### config.mk
export PLATFORM = sky130hd
export DESIGN_NAME = smbid_regs
export DESIGN_NICKNAME = d
export VERILOG_FILES = /design/src/smbid_pkg.sv /design/src/smbid_regs.sv
export SDC_FILE = /design/constraint.sdc
export NUM_CORES = 1
export LEC_CHECK = 0
export BUFFER_PORTS_ARGS = -buffer_cell sky130_fd_sc_hd__buf_2
export CAP_MARGIN = 20
export CORE_MARGIN = 5
export CORE_UTILIZATION = 48
export CTS_BUF_LIST = sky130_fd_sc_hd__clkbuf_4
export CTS_CLUSTER_DIAMETER = 150
export DETAILED_ROUTE_END_ITERATION = 6
export PLACE_DENSITY = 0.84
export SETUP_SLACK_MARGIN = 0.3
export SKIP_LAST_GASP = 1
export SYNTH_ARGS = -nofsm -noshare
export SYNTH_HDL_FRONTEND = slang
export SYNTH_SLANG_ARGS = --single-unit
export TNS_END_PERCENT = 10
### constraint.sdc
create_clock -name clk -period 1.29 [get_ports clk]
set_clock_uncertainty 0.15 [all_clocks]
set_input_delay 0.129 -clock clk [delete_from_list [all_inputs] [get_ports clk]]
set_output_delay 0.129 -clock clk [all_outputs]
set_load 0.02 [all_outputs]
### src/smbid_pkg.sv
package smbid_pkg;

  // byte addresses of the upper control space
  localparam logic [7:0] SMBID_OFS_RSVD_A = 8'h04;
  localparam logic [7:0] SMBID_OFS_MAKER  = 8'h05;
  localparam logic [7:0] SMBID_OFS_PART   = 8'h06;
  localparam logic [7:0] SMBID_OFS_LEN    = 8'h07;
  localparam logic [7:0] SMBID_OFS_RSVD_B = 8'h08;

  // widths and field positions
  localparam int SMBID_AW      = 8;
  localparam int SMBID_DW      = 8;
  localparam int SMBID_LEN_W   = 5;
  localparam int SMBID_LEN_MSB = 4;
  localparam int SMBID_LEN_LSB = 0;
  localparam int SMBID_REV_MSB = 7;
  localparam int SMBID_REV_LSB = 4;
  localparam int SMBID_MKR_MSB = 3;
  localparam int SMBID_MKR_LSB = 0;

  // reset values
  localparam logic [4:0] SMBID_LEN_RST  = 5'h08;
  localparam logic [5:0] SMBID_CNT_RST  = 6'h09;
  localparam logic [7:0] SMBID_ZERO     = 8'h00;
  localparam logic [2:0] SMBID_LEN_PAD  = 3'h0;

  // one byte access from the protocol engine
  typedef struct packed {
    logic       wr;
    logic       rd;
    logic [7:0] addr;
    logic [7:0] data;
  } smbid_req_t;

endpackage : smbid_pkg

### src/smbid_regs.sv
`timescale 1ns/1ns

module smbid_regs
  import smbid_pkg::*;
#(
  parameter logic [3:0] REVISION_CODE = 4'h3,  // arbitrary value
  parameter logic [3:0] MAKER_CODE    = 4'h5,  // arbitrary value
  parameter logic [7:0] PART_CODE     = 8'h5a  // arbitrary value
) (
  input  wire logic        clk,
  input  wire logic        sys_rst,
  input  smbid_req_t       req,
  output logic [7:0]       rd_data_q,
  output logic             rd_valid_q,
  output logic             rd_hit_q,
  output logic [4:0]       read_length_q,
  output logic [5:0]       block_bytes_q
);

  // read selection for one byte address
  function automatic logic [7:0] smbid_rd_mux(input logic [7:0] a, input logic [4:0] len);
    logic [7:0] v;
    v = SMBID_ZERO;
    case (a)
      SMBID_OFS_MAKER: v = {REVISION_CODE, MAKER_CODE};
      SMBID_OFS_PART:  v = PART_CODE;
      SMBID_OFS_LEN:   v = {SMBID_LEN_PAD, len};
      default:         v = SMBID_ZERO;
    endcase
    return v;
  endfunction : smbid_rd_mux

  // address decode
  wire logic       hit_w;
  wire logic       len_wr_w;
  wire logic [7:0] rd_sel_w;
  wire logic [4:0] read_length_d;
  wire logic [5:0] block_bytes_d;

  assign hit_w         = (req.addr >= SMBID_OFS_RSVD_A) && (req.addr <= SMBID_OFS_RSVD_B);
  assign len_wr_w      = req.wr && (req.addr == SMBID_OFS_LEN);  // only byte 7 takes writes
  assign rd_sel_w      = smbid_rd_mux(req.addr, read_length_q);
  assign read_length_d = len_wr_w ? req.data[SMBID_LEN_MSB:SMBID_LEN_LSB]
                                  : read_length_q;
  assign block_bytes_d = {1'b0, read_length_d} + 6'h01;          // count plus one

  // length register and the derived byte total
  always_ff @(posedge clk or posedge sys_rst) begin
    if (sys_rst) begin
      read_length_q <= SMBID_LEN_RST;
      block_bytes_q <= SMBID_CNT_RST;
    end else begin
      read_length_q <= read_length_d;
      block_bytes_q <= block_bytes_d;
    end
  end

  // registered read answer, one cycle after the request
  always_ff @(posedge clk or posedge sys_rst) begin
    if (sys_rst) begin
      rd_data_q  <= SMBID_ZERO;
      rd_valid_q <= 1'b0;
      rd_hit_q   <= 1'b0;
    end else begin
      rd_data_q  <= req.rd ? rd_sel_w : SMBID_ZERO;
      rd_valid_q <= req.rd;
      rd_hit_q   <= req.rd && hit_w;
    end
  end

  // checks
  // the count and its byte total sit at their defaults just after reset
  property p_len_rst;
    @(posedge clk) $past(sys_rst) |-> (read_length_q == SMBID_LEN_RST) &&
                                      (block_bytes_q == SMBID_CNT_RST);
  endproperty
  a_len_rst: assert property (p_len_rst) else $error("length not 8 after reset");

  // a write to byte 7 lands in the count one edge later
  property p_len_wr;
    @(posedge clk) disable iff (sys_rst)
      (req.wr && req.addr == SMBID_OFS_LEN) |=>
        read_length_q == $past(req.data[SMBID_LEN_MSB:SMBID_LEN_LSB]);
  endproperty
  a_len_wr: assert property (p_len_wr) else $error("length write lost");

  // without a write to byte 7 the count never moves
  property p_len_hold;
    @(posedge clk) disable iff (sys_rst)
      !(req.wr && req.addr == SMBID_OFS_LEN) |=> $stable(read_length_q);
  endproperty
  a_len_hold: assert property (p_len_hold) else $error("length changed without write");

  // the byte total always tracks the count plus one
  property p_bytes;
    @(posedge clk) disable iff (sys_rst)
      block_bytes_q == ({1'b0, read_length_q} + 6'h01);
  endproperty
  a_bytes: assert property (p_bytes) else $error("byte total not length plus one");

  // byte 5 answers revision code high, maker code low
  property p_maker;
    @(posedge clk) disable iff (sys_rst)
      (req.rd && req.addr == SMBID_OFS_MAKER) |=>
        rd_data_q == {REVISION_CODE, MAKER_CODE} && rd_hit_q;
  endproperty
  a_maker: assert property (p_maker) else $error("revision byte wrong");

  // byte 6 answers the fixed part code
  property p_part;
    @(posedge clk) disable iff (sys_rst)
      (req.rd && req.addr == SMBID_OFS_PART) |=> rd_data_q == PART_CODE;
  endproperty
  a_part: assert property (p_part) else $error("part byte wrong");

  // reserved bytes answer all zero
  property p_rsvd;
    @(posedge clk) disable iff (sys_rst)
      (req.rd && (req.addr == SMBID_OFS_RSVD_A || req.addr == SMBID_OFS_RSVD_B)) |=>
        rd_data_q == SMBID_ZERO;
  endproperty
  a_rsvd: assert property (p_rsvd) else $error("reserved byte not zero");

  // byte 7 answers the count held before the read edge
  property p_len_rd;
    @(posedge clk) disable iff (sys_rst)
      (req.rd && req.addr == SMBID_OFS_LEN) |=>
        rd_data_q == {SMBID_LEN_PAD, $past(read_length_q)};
  endproperty
  a_len_rd: assert property (p_len_rd) else $error("length readback wrong");

  // each read strobe gives one answer pulse, one edge later
  property p_valid;
    @(posedge clk) disable iff (sys_rst)
      req.rd |=> rd_valid_q ##1 (rd_valid_q == $past(req.rd));
  endproperty
  a_valid: assert property (p_valid) else $error("read answer timing wrong");

  // nothing answers in a cycle without a read strobe
  property p_idle;
    @(posedge clk) disable iff (sys_rst)
      !req.rd |=> (rd_data_q == SMBID_ZERO) && !rd_valid_q && !rd_hit_q;
  endproperty
  a_idle: assert property (p_idle) else $error("read answer without a read");

  // a write on its own never raises a read answer
  property p_wr_quiet;
    @(posedge clk) disable iff (sys_rst)
      (req.wr && !req.rd) |=> !rd_valid_q;
  endproperty
  a_wr_quiet: assert property (p_wr_quiet) else $error("write gave a read answer");

  // an answer pulse only ever follows a read strobe
  property p_answer_src;
    @(posedge clk) disable iff (sys_rst)
      rd_valid_q |-> $past(req.rd);
  endproperty
  a_answer_src: assert property (p_answer_src) else $error("answer without strobe");

  // a write to byte 7 moves the byte total to the new count plus one
  property p_len_wr_total;
    @(posedge clk) disable iff (sys_rst)
      (req.wr && req.addr == SMBID_OFS_LEN) |=>
        block_bytes_q == ({1'b0, $past(req.data[SMBID_LEN_MSB:SMBID_LEN_LSB])} + 6'h01);
  endproperty
  a_len_wr_total: assert property (p_len_wr_total) else $error("byte total not updated");

  // writes to read-only and reserved bytes leave the count alone
  property p_ro_hold;
    @(posedge clk) disable iff (sys_rst)
      (req.wr && req.addr != SMBID_OFS_LEN) |=>
        $stable(read_length_q) && $stable(block_bytes_q);
  endproperty
  a_ro_hold: assert property (p_ro_hold) else $error("count moved on other write");

  // any read inside bytes 4..8 is flagged as a hit
  property p_hit;
    @(posedge clk) disable iff (sys_rst)
      (req.rd && (req.addr >= SMBID_OFS_RSVD_A) && (req.addr <= SMBID_OFS_RSVD_B)) |=>
        rd_valid_q && rd_hit_q;
  endproperty
  a_hit: assert property (p_hit) else $error("mapped read not flagged");

  // reads outside bytes 4..8 answer zero and no hit
  property p_unmapped;
    @(posedge clk) disable iff (sys_rst)
      (req.rd && ((req.addr < SMBID_OFS_RSVD_A) || (req.addr > SMBID_OFS_RSVD_B))) |=>
        rd_valid_q && !rd_hit_q && (rd_data_q == SMBID_ZERO);
  endproperty
  a_unmapped: assert property (p_unmapped) else $error("unmapped read not zero");

  // reserved bytes read bit 0 as zero
  property p_rsvd_bit0;
    @(posedge clk) disable iff (sys_rst)
      (req.rd && ((req.addr == SMBID_OFS_RSVD_A) || (req.addr == SMBID_OFS_RSVD_B))) |=>
        !rd_data_q[0];
  endproperty
  a_rsvd_bit0: assert property (p_rsvd_bit0) else $error("reserved bit 0 set");

  // the unused top bits of byte 7 read zero
  property p_len_pad;
    @(posedge clk) disable iff (sys_rst)
      (req.rd && req.addr == SMBID_OFS_LEN) |=>
        rd_data_q[SMBID_DW-1:SMBID_LEN_MSB+1] == SMBID_LEN_PAD;
  endproperty
  a_len_pad: assert property (p_len_pad) else $error("count top bits not zero");

  // while reset is held every register sits at its reset value
  property p_in_rst;
    @(posedge clk)
      sys_rst |-> (read_length_q == SMBID_LEN_RST) && (block_bytes_q == SMBID_CNT_RST) &&
                  !rd_valid_q && !rd_hit_q && (rd_data_q == SMBID_ZERO);
  endproperty
  a_in_rst: assert property (p_in_rst) else $error("register not at reset value");

  // main scenarios: count write then readback, id reads, id writes, last byte, reset release
  c_len_wr: cover property (@(posedge clk) disable iff (sys_rst)
    (req.wr && req.addr == SMBID_OFS_LEN) ##1 (req.rd && req.addr == SMBID_OFS_LEN));
  c_maker_rd: cover property (@(posedge clk) disable iff (sys_rst)
    req.rd && req.addr == SMBID_OFS_MAKER);
  c_id_wr: cover property (@(posedge clk) disable iff (sys_rst)
    req.wr && req.addr == SMBID_OFS_PART);
  c_last_byte: cover property (@(posedge clk) disable iff (sys_rst)
    req.rd && req.addr == SMBID_OFS_RSVD_B);
  c_rst_release: cover property (@(posedge clk)
    $fell(sys_rst));

endmodule : smbid_regs

==> results of run 1 <==
[area by class of cell]
cell class / count / area, um^2 / share of cell area
timing repair buffer: 55 / 363 / 0.275
clock buffer: 3 / 22.5 / 0.0171
tap: 25 / 31.3 / 0.0237
multi-input combinational: 46 / 365 / 0.277
clock inverter: 1 / 3.75 / 0.00285
sequential: 20 / 505 / 0.384
inverter: 7 / 26.3 / 0.0199
[worst reg2reg max path: stages, from the launching register on]
cell and delay (ns):
dfstp_2 0.59, nand4_1 0.16, xnor2_1 0.17, mux2i_1 0.09
[power by group through the flow]
stage | clock, mW | sequential, mW | combinational, mW
floorplan | 0 | 0.695 | 0.0653
global placement | 0 | 0.672 | 0.166
detailed placement | 0 | 0.674 | 0.171
CTS | 0.302 | 0.660 | 0.199
global route | 0.336 | 0.663 | 0.226
finish | 0.294 | 0.660 | 0.208
[metrics by stage]
| step | total power [mW] | std cells | hold WS, ns | setup TNS, ns | setup WS [ns] |
|---|---|---|---|---|---|
| 3_5_place_dp | 0.845 | 141 | 0.0153 | -1.17 | -0.123 |
| 2_1_floorplan | 0.761 | 76 | -0.0594 | -0.111 | -0.0358 |
| 5_1_grt | 1.22 | 157 | -0.0440 | -0.0816 | -0.0314 |
| 6_report | 1.16 | 157 | -0.0326 | 0 | 0.00567 |
| 4_1_cts | 1.16 | 153 | -0.0372 | 0 | 0.00616 |
| 3_3_place_gp | 0.838 | 141 | 0.00791 | -0.998 | -0.108 |
[cells in the final DEF (no fill, tap or decap), types with 3 or more instances in the layout]
| cell type | n |
|---|---|
| buf_2 | 33 |
| dlygate4sd3_1 | 7 |
| inv_1 | 7 |
| xnor2_1 | 6 |
| mux2i_1 | 6 |
| a21oi_1 | 4 |
| dfrtp_1 | 16 |
| buf_6 | 4 |
| nor2_1 | 5 |
| nand4_1 | 4 |
| clkbuf_4 | 3 |
| mux2_4 | 4 |
| dfstp_2 | 3 |
| buf_4 | 11 |
| nand3_1 | 3 |
[metal layers]
layer | part of all wire | vias to the layer above | GRT usage
met4 | 0.020 | 0 | 0.0894
met3 | 0.063 | 5 | 0.0111
met5 | 0 | - | 0
met1 | 0.39 | 371 | 0.195
met2 | 0.53 | 29 | 0.292
li1 | - | 365 | -
[state kept, by name (all words and copies together) (netlist names)]
name and count:
rd_data_q 7, block_bytes_q 6, read_length_q 5, rd_hit_q 1, rd_valid_q 1
[what timing repair did]
item                                    in CTS  in global routing
hold endpoints to repair                    34                  3
resized for setup                            7                  1
hold buffers                                 6                  1
setup buffers                                2                  3
endpoints found under the setup margin      32                 37
pin swaps                                    0                  1
cloned                                       0                  0
[cell families after synthesis]
logic type             Yosys count  synth area share
flip-flops                      20             0.549
other                            1           0.00408
buffers and inverters           10            0.0531
AO/OA/AOI/OAI                    5            0.0327
XOR/XNOR                         8            0.0763
multiplexers                    11             0.143
AND/OR/NAND/NOR                 21             0.142
[worst min path at each step]
stage,start,endpoint,depth (start not counted)
floorplan,sys_rst,block_bytes_q[1],1
global placement,sys_rst,rd_data_q[2],3
detailed placement,sys_rst,rd_data_q[0],3
CTS,req[3],read_length_q[3],2
global route,req[2],read_length_q[2],2
finish,req[2],read_length_q[2],2
==> flow_summary.json, run 1 <==
{
  "avgSynthCellArea_um2": 12.1,
  "crit_arrival_ns": 1.01,
  "antenna_left": 0,
  "p_int_uw": 862,
  "wire_per_inst_um": 13.6,
  "synth_cell_types": 24,
  "cts_buffers": 3,
  "place_congestion": 0.798,
  "vias_per_cell": 4.90,
  "die_h_um": 53.7,
  "antenna_cells": 0,
  "die_area_um2": 2890,
  "yosysTopAreaCell": "dfrtp_1",
  "finalMaxSlewViolations": 0,
  "clkTransAtPathRegs_ns": 0.11,
  "drtIter0Drc": 12,
  "antenna_found_initial": 0,
  "drv_cap": 0,
  "cp_cell_sequence": "buf_6",
  "synthArstFlopShare": 1.00,
  "synth_area_um2": 918,
  "core_area_um2": 1760,
  "initial_core_util": 0.521,
  "pwr-share-comb": 0.179,
  "grt_max_degree": 21,
  "p_per_area_nw_per_um2": 882,
  "cp-end-kind": "primary output",
  "finalCritPeriodShare": 0.996,
  "root_buffer": "clkbuf_4",
  "required_ns": 1.01,
  "worstRegToRegCells": 3,
  "r2r-end": "block_bytes_q[4]",
  "grt_pass1_wl_mm": 3.44,
  "vias": 770,
  "synthTopCellsByArea": "dfrtp_1 46%, dfstp_2 8.6%, mux2i_1 6.5%",
  "grt_util_all_layers": 0.165,
  "grt_pass1_vias": 774,
  "postLayoutCellArea_um2": 1320,
  "worstPathMaxFanout": 4,
  "yosys_warnings": 0,
  "utilization": 0.747,
  "gr-total-overflow": 0,
  "synth_ff_type": "dfrtp_1",
  "crit_family": "flip-flops",
  "drc": 0,
  "syn_nets": 96,
  "endpoint": "read_length_q[3]",
  "synth_top_cells_by_count": "17 x dfrtp_1, 7 x inv_1, 6 x mux2i_1, 6 x xnor2_1, 5 x nor2_1",
  "io_buffers": 36,
  "fin_crit_ns": 1.28,
  "rows": 15,
  "cp_num_cells": 1,
  "fill_cells": 134,
  "max_freq_ghz": 0.779,
  "worst_hold_slack_ns": -0.0326,
  "violations": "hold timing",
  "drive_gt1_frac": 0.470,
  "path_buf_inv": 1,
  "firstDrtPassIters": 4,
  "synth_edf_count": 0,
  "setup_viol": 0,
  "switchingPower_uw": 300,
  "placed_cell_area_um2": 1160,
  "ir_worst_vdd_mv": 0.799,
  "rsz0062_at_grt": "yes",
  "synth-seq-area-share": 0.549,
  "num-nets-final": 153,
  "leakagePower_nw": 0.737,
  "cts_sinks": 20,
  "rr_startpoint": "read_length_q[3]",
  "synth_seq_cells": 20,
  "hpwl_mm": 1.59,
  "crit_path_start": "read_length_q[3]",
  "power_frac_seq": 0.568,
  "synth_top_area_frac": 0.463,
  "insertion_delay_ns": 0.29,
  "num_io_pins": 41,
  "htreeDepth": 1,
  "min_path_type": "in -> reg",
  "max_stage_delay_ns": 0.59,
  "final_hold_viol_count": 2,
  "areaGrowthSynthToFinish_pct": 43.5,
  "slowest_stage": "dfstp_2",
  "switching_share": 0.258,
  "cts_buffer_depth": 2,
  "critical_path_class": "reg -> out",
  "synthCells": 76,
  "die_w_um": 53.7,
  "status": "finished with violations",
  "yosysMostFrequentCell": "dfrtp_1",
  "routed_wl_mm": 2.14,
  "clock_power_share": 0.253,
  "cts_tree": "built",
  "reg2reg_setup_slack_ns": 0.02,
  "start_kind": "flip-flop"
}
(Power assumes the default switching activity.)
==> inputs of run 2 (changes only) <==
--- a/config.mk
+++ b/config.mk
@@ -7,12 +7,15 @@
 export LEC_CHECK = 0
 export BUFFER_PORTS_ARGS = -buffer_cell sky130_fd_sc_hd__buf_2
 export CAP_MARGIN = 20
+export CELL_PAD_IN_SITES_DETAIL_PLACEMENT = 1
+export CELL_PAD_IN_SITES_GLOBAL_PLACEMENT = 1
 export CORE_MARGIN = 5
-export CORE_UTILIZATION = 48
+export CORE_UTILIZATION = 36
 export CTS_BUF_LIST = sky130_fd_sc_hd__clkbuf_4
 export CTS_CLUSTER_DIAMETER = 150
 export DETAILED_ROUTE_END_ITERATION = 6
-export PLACE_DENSITY = 0.84
+export GPL_ROUTABILITY_DRIVEN = 0
+export PLACE_DENSITY = 0.83
 export SETUP_SLACK_MARGIN = 0.3
 export SKIP_LAST_GASP = 1
 export SYNTH_ARGS = -nofsm -noshare
==> run 2 against run 1 <==
The flow finishes with violations (hold timing, setup timing). Sequential cell count unchanged. Clock power up 79%. Core utilization shrank 19 points. Total power increased by 21%. Non-clock buffer count did not move. Sequential share of layout area decreased by 1.1 points. Sequential power grew 0.6%. Final cell count increased by 3.2%.
==> flow_summary.json, run 2 (synthesized netlist as in run 1, its figures left out) <==
{
  "drtIter0Drc": 14,
  "reg.largest.list": "rd_data_q x7, block_bytes_q x6, read_length_q x5",
  "post-place-ws_ns": -0.166,
  "die_area_um2": 3660,
  "status": "finished with violations",
  "worst_hold_slack_ns": -0.0412,
  "grt_pass1_vias": 863,
  "drv_cap": 0,
  "ir_worst_vdd_mv": 0.763,
  "drc": 0,
  "gr-total-overflow": 0,
  "critical_path_class": "reg -> out",
  "p_per_area_nw_per_um2": 1030,
  "crit_arrival_ns": 1.01,
  "postLayoutCellArea_um2": 1360,
  "root_buffer": "clkbuf_4",
  "min_path_type": "in -> reg",
  "largest_register": "rd_data_q",
  "clkTransAtPathRegs_ns": 0.13,
  "vias": 794,
  "finalMaxSlewViolations": 0,
  "cts_sinks": 20,
  "worst_slack_ns": -0.00266,
  "required_ns": 1.01,
  "worstPathMaxFanout": 4,
  "hpwl_mm": 1.79,
  "areaGrowthSynthToFinish_pct": 48.2,
  "firstDrtPassIters": 4,
  "violations": "hold timing, setup timing",
  "die_w_um": 60.5,
  "start_kind": "flip-flop",
  "num_io_pins": 41,
  "cts_tree": "built",
  "cts_buffer_depth": 2,
  "utilization": 0.555,
  "largest_reg_flops": 7,
  "antenna_cells": 0,
  "grt_max_degree": 21,
  "cp_cell_sequence": "buf_6",
  "max_freq_ghz": 0.774,
  "antenna_found_initial": 0,
  "htreeDepth": 1,
  "cp-end-kind": "primary output",
  "fin_crit_ns": 1.29,
  "grt_util_all_layers": 0.159,
  "crit_family": "flip-flops",
  "grt_pass1_wl_mm": 4.22,
  "path_buf_inv": 1,
  "cts.hold.buffers_added": 7,
  "die_h_um": 60.5,
  "routed_wl_mm": 2.63,
  "power_mw": 1.40,
  "final_hold_viol_count": 2,
  "core_area_um2": 2450,
  "slowest_stage": "dfstp_2",
  "antenna_left": 0,
  "setup_viol": 1,
  "drive_gt1_frac": 0.492,
  "rsz0062_at_grt": "yes",
  "finalCritPeriodShare": 1.00,
  "cts_buffers": 3,
  "insertion_delay_ns": 0.31,
  "max_stage_delay_ns": 0.59,
  "num-nets-final": 153,
  "wire_per_inst_um": 16.2,
  "leakagePower_nw": 0.746,
  "vias_per_cell": 4.90,
  "placed_cell_area_um2": 1170,
  "io_buffers": 36,
  "final_common_cell": "buf_2",
  "rows": 18,
  "initial_core_util": 0.374,
  "most-common-layout-cells": "31 x buf_2, 14 x dfrtp_1, 12 x buf_4, 7 x inv_1, 7 x dlygate4sd3_1"
}
-- run 2: worst paths after layout --
path / start / slack (ns) / depth (start not counted) / to
worst max-delay path: read_length_q[3] / -0.003 / 1 / read_length_q[3]
worst min register to register: read_length_q[0] / 0.48 / 1 / read_length_q[0]
worst min-delay path: req[2] / -0.04 / 2 / read_length_q[2]
worst max register to register: read_length_q[3] / 0.02 / 3 / block_bytes_q[4]
min in group asynchronous: sys_rst / 0.24 / 4 / rd_data_q[0]
max in group asynchronous: sys_rst / 0.47 / 4 / read_length_q[3]
-- run 2: layout make-up --
class | count | area (um^2)
Sequential cell | 20 | 508
Clock buffer | 3 | 22.5
Tap cell | 30 | 37.5
Multi-Input combinational cell | 46 | 365
Inverter | 7 | 26.3
Fill cell | 272 | 1090
Timing Repair Buffer | 55 | 372
Clock inverter | 1 | 30.0
-- run 2: layer usage --
| metal | wire length (um) | track usage | vias up |
|---|---|---|---|
| met5 | 0 | 0 | - |
| met2 | 1470 | 0.310 | 23 |
| met4 | 50 | 0.0557 | 0 |
| li1 | - | - | 365 |
| met3 | 145 | 0.0319 | 4 |
| met1 | 963 | 0.166 | 402 |
-- run 2: metrics by stage --
step / setup TNS, ns / cells / hold slack [ns]
after detailed placement: -1.62 / 146 / 0.0220
after global placement: -1.17 / 146 / 0.00257
after CTS: -0.0129 / 160 / -0.0461
after floorplan: -0.111 / 76 / -0.0594
final: -0.00266 / 162 / -0.0412
after global routing: -0.0870 / 162 / -0.0397
-- run 2: timing repair --
| item | 4_1_cts | 5_1_grt |
|---|---|---|
| buffers inserted | 3 | 2 |
| cloned | 0 | 0 |
| hold endpoints to repair | 31 | 2 |
| gates resized for setup | 8 | 5 |
| endpoints found under the setup margin | 33 | 37 |
-- run 2: power by group --
group / internal (mW) / switching, mW
combinational: 0.101 / 0.112
sequential: 0.650 / 0.0139
clock: 0.314 / 0.211
